File: config.mk
export PLATFORM = sky130hd
export DESIGN_NAME = pmr_regs
export DESIGN_NICKNAME = d
export VERILOG_FILES = /design/src/include/pmr_pkg.sv /design/src/pmr_regs.sv
export SDC_FILE = /design/constraint.sdc
export NUM_CORES = 1
export LEC_CHECK = 0
export ABC_AREA = 1
export BUFFER_PORTS_ARGS = -buffer_cell sky130_fd_sc_hd__clkbuf_2
export CAP_MARGIN = 20
export CORE_ASPECT_RATIO = 0.7
export CORE_MARGIN = 1
export CORE_UTILIZATION = 55
export CTS_BUF_LIST = sky130_fd_sc_hd__clkbuf_2
export DETAILED_ROUTE_END_ITERATION = 7
export GPL_TIMING_DRIVEN = 0
export PLACE_DENSITY = 0.84
export SYNTH_ARGS = -nofsm -noshare
export SYNTH_HDL_FRONTEND = slang
export SYNTH_SLANG_ARGS = --single-unit
File: constraint.sdc
create_clock -name clk_i -period 1.8 [get_ports clk_i]
set_input_delay 0 -clock clk_i [delete_from_list [all_inputs] [get_ports clk_i]]
set_output_delay 0 -clock clk_i [all_outputs]
set_load 0.005 [all_outputs]
File: src/include/pmr_pkg.sv
// Package for the power misc control register bank
package pmr_pkg;
  // Register offsets
  localparam logic [7:0] REG3_OFF = 8'h37;
  localparam logic [7:0] THERM_OFF = 8'h38;
  localparam logic [7:0] BKUP_OFF = 8'h39;
  localparam logic [7:0] CONV_OFF = 8'h3e;
  localparam logic [7:0] IRQ_STAT_OFF = 8'h3a;
  localparam logic [7:0] IRQ_MASK_OFF = 8'h3b;
  // Field positions
  localparam int HD_FLAG_POS = 5;
  localparam int SD_FLAG_POS = 4;
  // Reset values
  localparam logic [4:0] VSEL_RST = 5'h00;
  localparam logic [1:0] SSTATE_RST = 2'h0;
  localparam logic [1:0] HDSEL_RST = 2'h3;
  localparam logic SD_EN_RST = 1'b1;
  localparam logic [1:0] BKLVL_RST = 2'h0;
  localparam logic BKEN_RST = 1'b0;
  localparam logic TRACK_RST = 1'b0;
  localparam logic [2:0] PSKIP_RST = 3'h7;
  localparam logic EXTCK_RST = 1'b0;
  localparam logic [1:0] SYNC_RST = 2'h1;
  localparam logic [1:0] IRQ_RST = 2'h0;
  // Supply state codes
  localparam logic [1:0] SS_ACTIVE = 2'h1;
  localparam logic [1:0] SS_SLEEP = 2'h3;
  // Voltage codes in 100 mV units above 1 V floor
  localparam logic [4:0] VSEL_FLOOR = 5'h02;
  localparam logic [4:0] VSEL_MAX = 5'h19;
  localparam logic [5:0] MV100_BASE = 6'h0a;
  localparam logic [5:0] MV100_MAX = 6'h21;

  typedef struct packed {
    logic [4:0] vsel;
    logic [1:0] sstate;
    logic hd;
    logic sd;
    logic [1:0] hdsel;
    logic sd_en;
    logic [1:0] bklvl;
    logic bken;
    logic track;
    logic [2:0] pskip;
    logic extck;
    logic [1:0] sync;
    logic [1:0] irq_stat;
    logic [1:0] irq_mask;
    logic [7:0] rdata;
    logic irq;
    logic reg3_on;
    logic reg3_sleep;
    logic [5:0] reg3_mv100;
    logic sd_active;
    logic conv_sync;
    logic conv_phase;
  } pmr_state_s;

  typedef struct packed {
    logic [7:0] addr;
    logic [7:0] wdata;
    logic wr;
    logic rd;
  } pmr_bus_s;
endpackage

File: src/pmr_regs.sv
// Power misc control register bank with thermal flags and interrupt
// Overview of operation
// - Supply state 00/10 off, 01 active high power, 11 sleep low power
// - Voltage code 0-2 gives 1 V, 3 gives 1.1 V, up to 3.3 V at 25
// - Voltage and supply state defaults load from boot configuration
// - Regulator three register lives in turn-off reset domain, resets to zero
// - Hot die flag reads 1 while selected hot die threshold reached
// - Shutdown flag reads 1 while shutdown threshold reached and monitor enable bit set
// - Hot die threshold select picks lowest to highest, resets to 3
// - Shutdown monitor enable bit resets to 1
// - Thermal bits 5:2 general reset, bit 0 turn-off reset only
// - Backup charge level 3.0, 2.52, 3.15 V or battery, resets 0
// - Backup charge enable resets 0, whole register general reset
// - Converter bits 6:3 turn-off reset, bits 2:0 general reset
// - Tracking bit makes regulator four follow core rail one, resets 0
// - Pulse skip enables for core two, core one, io rail reset to 1
// - External sync clock select muxes pad two, resets 0
// - Sync mode 00/10 none, 01 phase shift, 11 synchronous, resets 1
//
// Chosen here: the address-and-strobe port.
`timescale 1ns/1ps
`default_nettype none
module pmr_regs (
  input wire logic clk_i,
  input wire logic reset_i,
  input wire logic turnoff_reset_i,
  input wire logic boot_load_i,
  input wire logic [4:0] boot_vsel_i,
  input wire logic [1:0] boot_sstate_i,
  input wire logic [2:0] boot_pskip_i,
  input wire logic [3:0] hot_die_level_i,
  input wire logic shutdown_level_i,
  input wire logic [7:0] addr_i,
  input wire logic [7:0] wdata_i,
  input wire logic wr_i,
  input wire logic rd_i,
  output logic [7:0] rdata_o,
  output logic irq_o,
  output logic reg3_on_o,
  output logic reg3_sleep_o,
  output logic [5:0] reg3_mv100_o,
  output logic shutdown_monitor_enable_o,
  output logic [1:0] hot_die_threshold_select_o,
  output logic [1:0] backup_charge_level_o,
  output logic backup_charge_enable_o,
  output logic track_o,
  output logic core_rail_two_pulse_skip_o,
  output logic core_rail_one_pulse_skip_o,
  output logic io_rail_pulse_skip_o,
  output logic ext_sync_clock_select_o,
  output logic conv_sync_o,
  output logic conv_phase_o
);
  pmr_pkg::pmr_state_s s_q, s_d;
  pmr_pkg::pmr_bus_s bus;
  logic [3:0] hd_s1_q, hd_s2_q;
  logic sd_s1_q, sd_s2_q;

  // Voltage code to 100 mV steps
  function automatic logic [5:0] vsel_to_mv100(input logic [4:0] code);
    logic [4:0] c;
    c = (code > pmr_pkg::VSEL_MAX) ? pmr_pkg::VSEL_MAX : code;
    if (c <= pmr_pkg::VSEL_FLOOR) begin
      vsel_to_mv100 = pmr_pkg::MV100_BASE;
    end else begin
      vsel_to_mv100 = pmr_pkg::MV100_BASE + {1'b0, c} - 6'h02;
    end
  endfunction

  function automatic logic hit(input logic [7:0] a, input logic [7:0] off);
    hit = (a == off);
  endfunction

  // Two-flop synchronisers for analog detector levels
  always_ff @(posedge clk_i) begin
    hd_s1_q <= hot_die_level_i;
    hd_s2_q <= hd_s1_q;
    sd_s1_q <= shutdown_level_i;
    sd_s2_q <= sd_s1_q;
  end

  always_comb begin
    s_d = s_q;
    bus.addr = addr_i;
    bus.wdata = wdata_i;
    bus.wr = wr_i;
    bus.rd = rd_i;
    s_d.hd = hd_s2_q[s_q.hdsel];
    s_d.sd = sd_s2_q & s_q.sd_en;
    s_d.rdata = 8'h00;
    if (bus.wr) begin
      if (hit(bus.addr, pmr_pkg::REG3_OFF)) begin
        s_d.vsel = bus.wdata[6:2];
        s_d.sstate = bus.wdata[1:0];
      end
      if (hit(bus.addr, pmr_pkg::THERM_OFF)) begin
        s_d.hdsel = bus.wdata[3:2];
        s_d.sd_en = bus.wdata[0];
      end
      if (hit(bus.addr, pmr_pkg::BKUP_OFF)) begin
        s_d.bklvl = bus.wdata[2:1];
        s_d.bken = bus.wdata[0];
      end
      if (hit(bus.addr, pmr_pkg::CONV_OFF)) begin
        s_d.track = bus.wdata[6];
        s_d.pskip = bus.wdata[5:3];
        s_d.extck = bus.wdata[2];
        s_d.sync = bus.wdata[1:0];
      end
      if (hit(bus.addr, pmr_pkg::IRQ_MASK_OFF)) begin
        s_d.irq_mask = bus.wdata[1:0];
      end
    end
    if (bus.rd) begin
      if (hit(bus.addr, pmr_pkg::REG3_OFF)) begin
        s_d.rdata = {1'b0, s_q.vsel, s_q.sstate};
      end
      if (hit(bus.addr, pmr_pkg::THERM_OFF)) begin
        s_d.rdata = {2'h0, s_q.hd, s_q.sd, s_q.hdsel, 1'b0, s_q.sd_en};
      end
      if (hit(bus.addr, pmr_pkg::BKUP_OFF)) begin
        s_d.rdata = {5'h00, s_q.bklvl, s_q.bken};
      end
      if (hit(bus.addr, pmr_pkg::CONV_OFF)) begin
        s_d.rdata = {1'b0, s_q.track, s_q.pskip, s_q.extck, s_q.sync};
      end
      if (hit(bus.addr, pmr_pkg::IRQ_STAT_OFF)) begin
        s_d.rdata = {6'h00, s_q.irq_stat};
        s_d.irq_stat = 2'h0;
      end
      if (hit(bus.addr, pmr_pkg::IRQ_MASK_OFF)) begin
        s_d.rdata = {6'h00, s_q.irq_mask};
      end
    end
    // Rising flag edges set sticky status; set wins over read clear
    if (s_d.hd && !s_q.hd) begin
      s_d.irq_stat[1] = 1'b1;
    end
    if (s_d.sd && !s_q.sd) begin
      s_d.irq_stat[0] = 1'b1;
    end
    s_d.irq = |(s_d.irq_stat & s_d.irq_mask);
    s_d.reg3_on = s_d.sstate[0];
    s_d.reg3_sleep = (s_d.sstate == pmr_pkg::SS_SLEEP);
    s_d.reg3_mv100 = vsel_to_mv100(s_d.vsel);
    s_d.sd_active = s_d.sd_en;
    s_d.conv_sync = s_d.sync[0];
    s_d.conv_phase = (s_d.sync == pmr_pkg::SYNC_RST);
    // Boot configuration load of non-volatile fields
    if (boot_load_i) begin
      s_d.vsel = boot_vsel_i;
      s_d.sstate = boot_sstate_i;
      s_d.pskip = boot_pskip_i;
    end
    // General reset domain
    if (reset_i || turnoff_reset_i) begin
      s_d.hd = 1'b0;
      s_d.sd = 1'b0;
      s_d.hdsel = pmr_pkg::HDSEL_RST;
      s_d.bklvl = pmr_pkg::BKLVL_RST;
      s_d.bken = pmr_pkg::BKEN_RST;
      s_d.extck = pmr_pkg::EXTCK_RST;
      s_d.sync = pmr_pkg::SYNC_RST;
      s_d.irq_stat = pmr_pkg::IRQ_RST;
      s_d.irq_mask = pmr_pkg::IRQ_RST;
      s_d.rdata = 8'h00;
      s_d.irq = 1'b0;
      s_d.conv_sync = 1'b1;
      s_d.conv_phase = 1'b1;
    end
    // Turn-off reset domain
    if (turnoff_reset_i) begin
      s_d.vsel = pmr_pkg::VSEL_RST;
      s_d.sstate = pmr_pkg::SSTATE_RST;
      s_d.sd_en = pmr_pkg::SD_EN_RST;
      s_d.track = pmr_pkg::TRACK_RST;
      s_d.pskip = pmr_pkg::PSKIP_RST;
      s_d.reg3_on = 1'b0;
      s_d.reg3_sleep = 1'b0;
      s_d.reg3_mv100 = pmr_pkg::MV100_BASE;
      s_d.sd_active = pmr_pkg::SD_EN_RST;
    end
  end

  always_ff @(posedge clk_i) begin
    s_q <= s_d;
  end

  assign rdata_o = s_q.rdata;
  assign irq_o = s_q.irq;
  assign reg3_on_o = s_q.reg3_on;
  assign reg3_sleep_o = s_q.reg3_sleep;
  assign reg3_mv100_o = s_q.reg3_mv100;
  assign shutdown_monitor_enable_o = s_q.sd_active;
  assign hot_die_threshold_select_o = s_q.hdsel;
  assign backup_charge_level_o = s_q.bklvl;
  assign backup_charge_enable_o = s_q.bken;
  assign track_o = s_q.track;
  assign core_rail_two_pulse_skip_o = s_q.pskip[2];
  assign core_rail_one_pulse_skip_o = s_q.pskip[1];
  assign io_rail_pulse_skip_o = s_q.pskip[0];
  assign ext_sync_clock_select_o = s_q.extck;
  assign conv_sync_o = s_q.conv_sync;
  assign conv_phase_o = s_q.conv_phase;
endmodule // pmr_regs
`default_nettype wire

* Word-level counts from Yosys, hierarchy flattened *
Cells that the tools add are included.

cells by class
  $add $sub $neg = 2
  order comparisons = 3
  equal/unequal tests = 8
  muxes and demuxes = 23
  bitwise operators = 3
  reduce and logical (&&, ||, !) cells = 16

operator list
  cell                   count
  $mux W7                8
  $eq A8 B6 Y1 const B   6
  $mux W2                6
  $mux W11               1
  $reduce_and A2 Y1      4
  $reduce_or A7 Y1       1
  $add A4 B5 Y6 const A  1
  $mux W3                2
  $reduce_or A2 Y1       3
  $sub A6 B2 Y6 const B  1
  $gt A5 B5 Y1 const B   1
  $le A5 B2 Y1 const B   1
  $mux W5                1
  $mux W1                4
  $reduce_bool A2 Y1     2
  $reduce_or A4 Y1       1
  $lt A2 B3 Y1 const B   1
  $and A2 B2 Y2          1
  $bmux W1 S2            1
  $eq A2 B1 Y1 const B   1
  $eq A2 B2 Y1 const B   1
  $logic_and A1 B1 Y1    2
  $logic_not A1 Y1       2
  $and A1 B1 Y1          1
  other kinds (2)        2

storage, ports and cells
  bits in registers = 55
  input port bits = 37
  output and inout port bits = 30
  logic and storage cells = 82

* Logic depth before layout (Yosys ltp) *
Gate-level depths: netlist of the first run.

  depth in word-level cells = 7
  gate-level depth with buffers = 11
  mapped depth without buffers = 11

* Least setup slack after synthesis of the first run *
OpenSTA, ideal clock, no wires.

  path type = input -> register
  start = input addr_i[6]
  end = register s_q[20] (netlist name)
  library setup time = 115 ps
  arrival = 1028 ps
  required time = 1685 ps
  path slack = 658 ps
  stages on the path = 10
  buffers on the path = 1
  path through = inv_1 -> nand2_1 -> nor2_4 -> buf_4 -> inv_2 -> nor4_2 -> nand2_1 -> nand2_1 -> o21ai_1 -> and2_1

between the ends
  cells in the longest elaborated chain, start to end = 3

RTL lines
  element               line             source
  start, declared       pmr_regs.sv:33   input wire logic [7:0] addr_i,
  $eq A8 B6 Y1          pmr_regs.sv:71   hit = (a == off);
  $mux W2               pmr_regs.sv:110  if (hit(bus.addr, pmr_pkg::IRQ_MASK_OFF)) begin
  $mux W2               pmr_regs.sv:91   if (bus.wr) begin
  end signal, assigned  pmr_regs.sv:186  s_q <= s_d;
  end, declared         pmr_regs.sv:54   pmr_pkg::pmr_state_s s_q, s_d;

Every way passes these cells.
A chain may end at the register's enable or synchronous reset.

* Worst setup path after layout of the first run *
  start = input boot_pskip_i[0]
  end = register s_q (netlist bit io_rail_pulse_skip_o)

between the ends
  cells in the longest elaborated chain, start to end = 1

RTL lines
  element          line             source
  start, declared  pmr_regs.sv:30   input wire logic [2:0] boot_pskip_i,
  $mux W3          pmr_regs.sv:150  if (boot_load_i) begin

Every way passes these cells.

==> run metrics, run 1 <==
syn_area_per_cell 7.535 µm²; share of Yosys cell area claimed by the top area cell type 45.27%; drt drc 0; Req. time, crit path 2.19 ns; GR Util met1 37.24%; Clock Tree Root clkbuf_2; nets@finish 463; register-to-register setup slack 0.23 ns; gr busiest metal met2; DR iter-0 viols 259; RSZ-0062 raised after global routing false; Post-Route WL 6181 µm; setup_tns 0 ns; Fill cells 281; cts bufs inserted 5; Post-synth top flop dfxtp_1; Via Count 2447; Initial Util just under 60%; GRT Overall Usage 28.97%; DIE HEIGHT around 57 µm; Worst setup EP type flip-flop; commonest non-fill, non-tap cell in the layout nand2_1; number of diodes 0; register area share after synthesis 45.27%; WL/cell about 13 µm; most frequent cells in the layout nand2_1 (75), clkbuf_2 (67), dfxtp_1 (53); min cycle time layout 1.746 ns; Post-synth EDFFs 0; Die Wd around 80 µm; GRT met3 Usage 8.618%; Max Slew Vio Count 0; Worst EP arrival 2.14 ns; CTS tree done; Max Root-Sink Buffers 2; Max-Cap Viols 0; die area roughly 4500 µm²; GPL Wtd Cong 0.8523; # setup viols final 0; Core Area 3994 µm²; met2 usage approximately 45%; DP HPWL 4013 µm; VDD IR max slightly below 700 µV; post-synthesis async set-or-reset flop share 0%; fin crit share 96.99%; initial antenna violation count 0; pin count of the biggest net entering global routing 20; drt first pass iters 5; Sink Count 53; clock transition at the registers of the reported paths 0.28 ns; gr ovfl total 0; Pwr Total about 2.1 mW; Area Growth Syn to Fin 37.59%; Pleak 1.642 nW; # rows 19; clk_skew 0.01107 ns; Unique masters post-synth 32; outcome finished, violations left; pwr dens about 650 nW/µm²; Seq cells post-synth 53; yosys warns 0; I/O pins 67; startpoint types input pin; worst-margin pin slew 0.5281 ns; Mapped Cells 311; Worst Path Max Fanout 1; Fin. Hold Viols 1; kind of critical path in -> reg; routed vias/inst 5.130; hold slack final -0.04217 ns; worst hold path class in -> reg; fmax about 0.57 GHz; top cells by area, synth dfxtp_1 (45%), nand2_1 (12%), inv_1 (8.0%); failing checks negative hold slack; H-tree depth 2; Post-Place Worst Slack 0.3079 ns; clock latency on the worst-skew pair roughly 0.47 ns; Final ANT Viol Nets 0; Mapped Nets 350; Post-Syn Area 2343 µm²; first-pass GRT wire length 9770 µm; Worst slew margin 64.79%; vias in the first global route 2162; share of layout cells above drive strength 1 25.41%; port bufs 62; fin worst setup slack 0.05415 ns; cell taking the most area after synthesis dfxtp_1
[Yosys cell counts, drive strengths merged, types with 3 or more instances]
master and instances:
nand2 79, dfxtp 53, inv 51, nor2 23, buf 21, a21oi 19, o21ai 13, nand3 10
o211ai 9, nand4 8, clkbuf 4, nor3 4, o311ai 3
[through the flow]
stage / instances / util (%) / instance area [µm²] / hold slack, ns
2_1_floorplan: 311 / - / 2344 / 0.02772
3_3_place_gp: 425 / 68.08 / 2719 / 0.1025
6_report: 477 / 80.73 / 3224 / -0.04217
4_1_cts: 475 / 79.95 / 3193 / 0.009094
3_5_place_dp: 425 / 68.08 / 2719 / 0.1057
5_1_grt: 477 / 80.73 / 3224 / 0.01520
[where the power goes]
part,internal (mW),switching [mW],leakage [nW],total [mW]
sequential,1.22,0.0182,0.435,1.24
clock,0.116,0.419,0.0355,0.535
combinational,0.152,0.162,1.17,0.314
total,1.49,0.600,1.64,2.09
[registers in the layout, indices dropped and copies added (netlist names), 2 cells and up]
register                    count
hd_s1_q                         4
reg3_mv100_o                    6
hd_s2_q                         4
rdata_o                         7
backup_charge_level_o           2
hot_die_threshold_select_o      2
s_q                            15
[routing by layer]
| metal | vias to the layer above | share of wire (%) | wire (µm) |
|---|---|---|---|
| met5 | - | 0 | 0 |
| met4 | 0 | 2.9 | 177 |
| met3 | 24 | 10 | 630 |
| met2 | 141 | 44 | 2744 |
| met1 | 1080 | 43 | 2629 |
| li1 | 1202 | - | - |
[worst max-delay path, cell delays in order]
cell	delay (ns)
dlygate4sd3_1	0.54
clkbuf_2	0.10
a21oi_1	0.16
dlygate4sd3_1	0.60
o311ai_2	0.12
dlygate4sd3_1	0.61
[final timing paths]
kind,end,depth (start not counted),start
max,io_rail_pulse_skip_o,6,boot_pskip_i[0]
min,rdata_o[1],5,addr_i[3]
max reg2reg,s_q[39],5,s_q[39]
min reg2reg,sd_s2_q,0,sd_s1_q
[final cells by class]
type | count | area [µm²] | area share [%]
flip-flops and latches | 53 | 1061 | 32.91
well taps | 52 | 65.06 | 2.018
multi-input cells | 182 | 939.7 | 29.14
plain buffers | 25 | 167.7 | 5.200
clock inverters | 3 | 28.78 | 0.8925
repair buffers | 106 | 745.7 | 23.13
inverters | 51 | 191.4 | 5.937
clock buffers | 5 | 25.02 | 0.7761
[what timing repair did]
item,4_1_cts,5_1_grt
buffers inserted,0,3
endpoints found under the setup margin,0,5
resized for setup,0,4
endpoints found under the hold margin,41,0
hold buffers,42,0
[cell families after synthesis]
kind of cell | count (synthesis) | synth area share (%)
adders and majority gates | 2 | 1.068
other | 1 | 0.1600
buffers and inverters | 76 | 15.32
AOI/OAI and AO/OA | 51 | 12.97
DFF | 53 | 45.28
and+or+nand+nor | 128 | 25.20
No activity file was read; power rests on OpenSTA's default activity.
==> run 2, diff against run 1 <==
CORE_UTILIZATION = 48   (was 55)
PLACE_DENSITY = 0.78   (was 0.84)
clock period = 1.6 ns   (was 1.8 ns; I/O delays follow)
==> run metrics, run 2 (synthesis gave the netlist of run 1 again) <==
most frequent CP cell dlygate4sd3_1; Req. time, crit path 2.01 ns (-0.18 ns); met1 wire length 2734 µm (+4.0%); Max-Cap Viols 0 (unchanged); pwr dens 774.7 nW/µm² (+20%); cts bufs inserted 5 (unchanged); first-pass GRT wire length 9963 µm (+2.0%); DR WL met2 2838 µm (+3.4%); Post-Place Cell Area 2723 µm² (+0.14%); cells resized by post-CTS repair 0 (unchanged); gr ovfl total 0 (unchanged); DP HPWL 4261 µm (+6.2%); Via Count 2402 (-1.8%); Die Wd 85.52 µm (+6.9%); Initial Util 52.03% (-6.7 points); clock transition at the registers of the reported paths 0.27 ns (about the same); RSZ-0062 raised after global routing false; fin crit share a little over nine tenths; Internal Pwr Total 1.793 mW (+21%); Sw Share 26.46% (-2.3 points); DIE HEIGHT 60.46 µm (+6.8%); H-tree depth 2 (unchanged); CP peak stage delay 0.57 ns (-0.04 ns); GRT Overall Usage 25.38% (-3.6 points); Fin. Hold Viols 0 (-1); drt first pass iters 6 (+1); most frequent cells in the layout nand2_1 (75), clkbuf_2 (67), dfxtp_1 (53); port bufs 62 (unchanged); FF+latch area 1061 µm² (unchanged); Area Growth Syn to Fin 34.28%; pin count of the biggest net entering global routing 18 (-10%); Comb power frac 13.7% (-1.3 points); hold slack final 0.02850 ns (+0.07067 ns); # rows 20 (+1); commonest non-fill, non-tap cell in the layout nand2_1; Multi-input gate area 923.4 µm² (-1.7%); startpoint types input pin; fmax 0.6408 GHz; share of layout cells above drive strength 1 24.76% (-0.65 points); critical path's slowest cell dlygate4sd3_1; max FFs per register 15 (unchanged); GPL Wtd Cong 0.8832 (+3.6%); Worst Path Max Fanout 2 (+1); Post CTS Setup Buffer Count 0 (unchanged); Clk pwr share 29.2% (+3.6 points); nets@finish 454 (-1.9%); Pleak 1.593 nW (-3.0%); wire length on met3 653 µm (+3.7%); critical-path cell list dlygate4sd3_1, clkbuf_2, nand2_1, dlygate4sd3_1, a31oi_1, dlygate4sd3_1; Final ANT Viol Nets 0 (unchanged); routed vias/inst 5.089 (-0.80%); DR iter-0 viols 186 (-28%); WL/cell 13.51 µm (+4.3%); Max Root-Sink Buffers 2 (unchanged); Biggest register s_q; initial antenna violation count 0 (unchanged); part of the power in registers 57.1% (-2.2 points); Worst slew margin 65.41% (+0.62 points); Sink Count 53 (unchanged); I/O pins 67 (unchanged); Clock Tree Root clkbuf_2; clk_skew 0.01039 ns (-0.0006757 ns); switching pwr 645.1 µW (+7.5%); top routing layer used met4; Worst EP arrival 1.97 ns (-0.17 ns); # setup viols final 0 (unchanged); Final Util 69.86% (-11 points); clock latency on the worst-skew pair 0.45 ns (-0.02 ns); Pwr Total 2.438 mW (+17%); VDD IR max 524.8 µV (-24%); Max Slew Vio Count 0 (unchanged); worst hold path class in -> reg; final non-filler cell area 3147 µm² (-2.4%); Worst setup EP type flip-flop; Post-Route WL 6378 µm (+3.2%); setup_tns 0 ns (unchanged); die area 5170 µm² (+14%); min cycle time layout 1.561 ns; kind of critical path in -> reg; worst-margin pin slew 0.5188 ns (-0.009323 ns); drt drc 0 (unchanged); Core Area 4504 µm² (+13%); outcome completed; vias in the first global route 2221 (+2.7%); Fill cells 385 (+37%); CTS tree done
==> run 2: cell count changes in the layout (fill, tap and decap cells not counted), sizes merged <==
| cell | before | now |
|---|---|---|
| buf | 24 | 21 |
| bufinv | 0 | 1 |
| clkinvlp | 0 | 1 |
| diode | 0 | 1 |
| dlygate4sd3 | 40 | 35 |
| dlymetal6s4s | 1 | 0 |
| inv | 53 | 51 |
==> run 2: per-stage QoR <==
stage / instances / setup WS [ns]
floorplan: 311 / 0.4575
global placement: 428 / 0.1610
detailed placement: 428 / 0.1267
CTS: 472 / 0.01730
global route: 471 / 0.04774
finish: 472 / 0.03950
==> run 2: final cells by class <==
class	count	area share, %
well taps	55	2.187
inverters	51	6.084
flip-flops and latches	53	33.72
repair buffers	97	20.99
plain buffers	25	5.328
multi-input cells	182	29.34
clock inverters	3	1.471
clock buffers	5	0.7952
diodes	1	0.07952
==> run 2: worst paths after layout <==
| check | end | slack [ns] | from | cells past startpoint |
|---|---|---|---|---|
| setup / recovery | rdata_o[1] | 0.04 | rd_i | 6 |
| hold / removal | rdata_o[6] | 0.03 | addr_i[2] | 5 |
| setup reg to reg | rdata_o[1] | 0.19 | s_q[25] | 5 |
| hold reg to reg | sd_s2_q | 0.35 | sd_s1_q | 0 |
==> run 2: power by group through the flow <==
| stage | Sequential (mW) | Combinational (mW) | Clock [mW] |
|---|---|---|---|
| floorplan | 1.41 | 0.155 | 0 |
| global placement | 1.41 | 0.252 | 0 |
| detailed placement | 1.41 | 0.259 | 0 |
| CTS | 1.39 | 0.325 | 0.716 |
| global route | 1.40 | 0.367 | 0.784 |
| finish | 1.39 | 0.334 | 0.712 |
==> run 2: per-layer routing <==
layer  vias up  GRT usage, %
met4         0         9.762
met5         -             0
met3        24         6.803
met2       152         41.26
met1      1045         33.05
li1       1181             -
==> run 2: critical path: cells and delay by family <==
family	cells	cell delay [ns]
AND/OR/NAND/NOR	1	0.05
AO/OA/AOI/OAI	1	0.15
buffers and inverters	4	1.77
==> run 2: repair_timing <==
item | in CTS | in global routing
endpoints found under the hold margin | 36 | 2
endpoints found under the setup margin | 0 | 3
hold buffers | 36 | 2
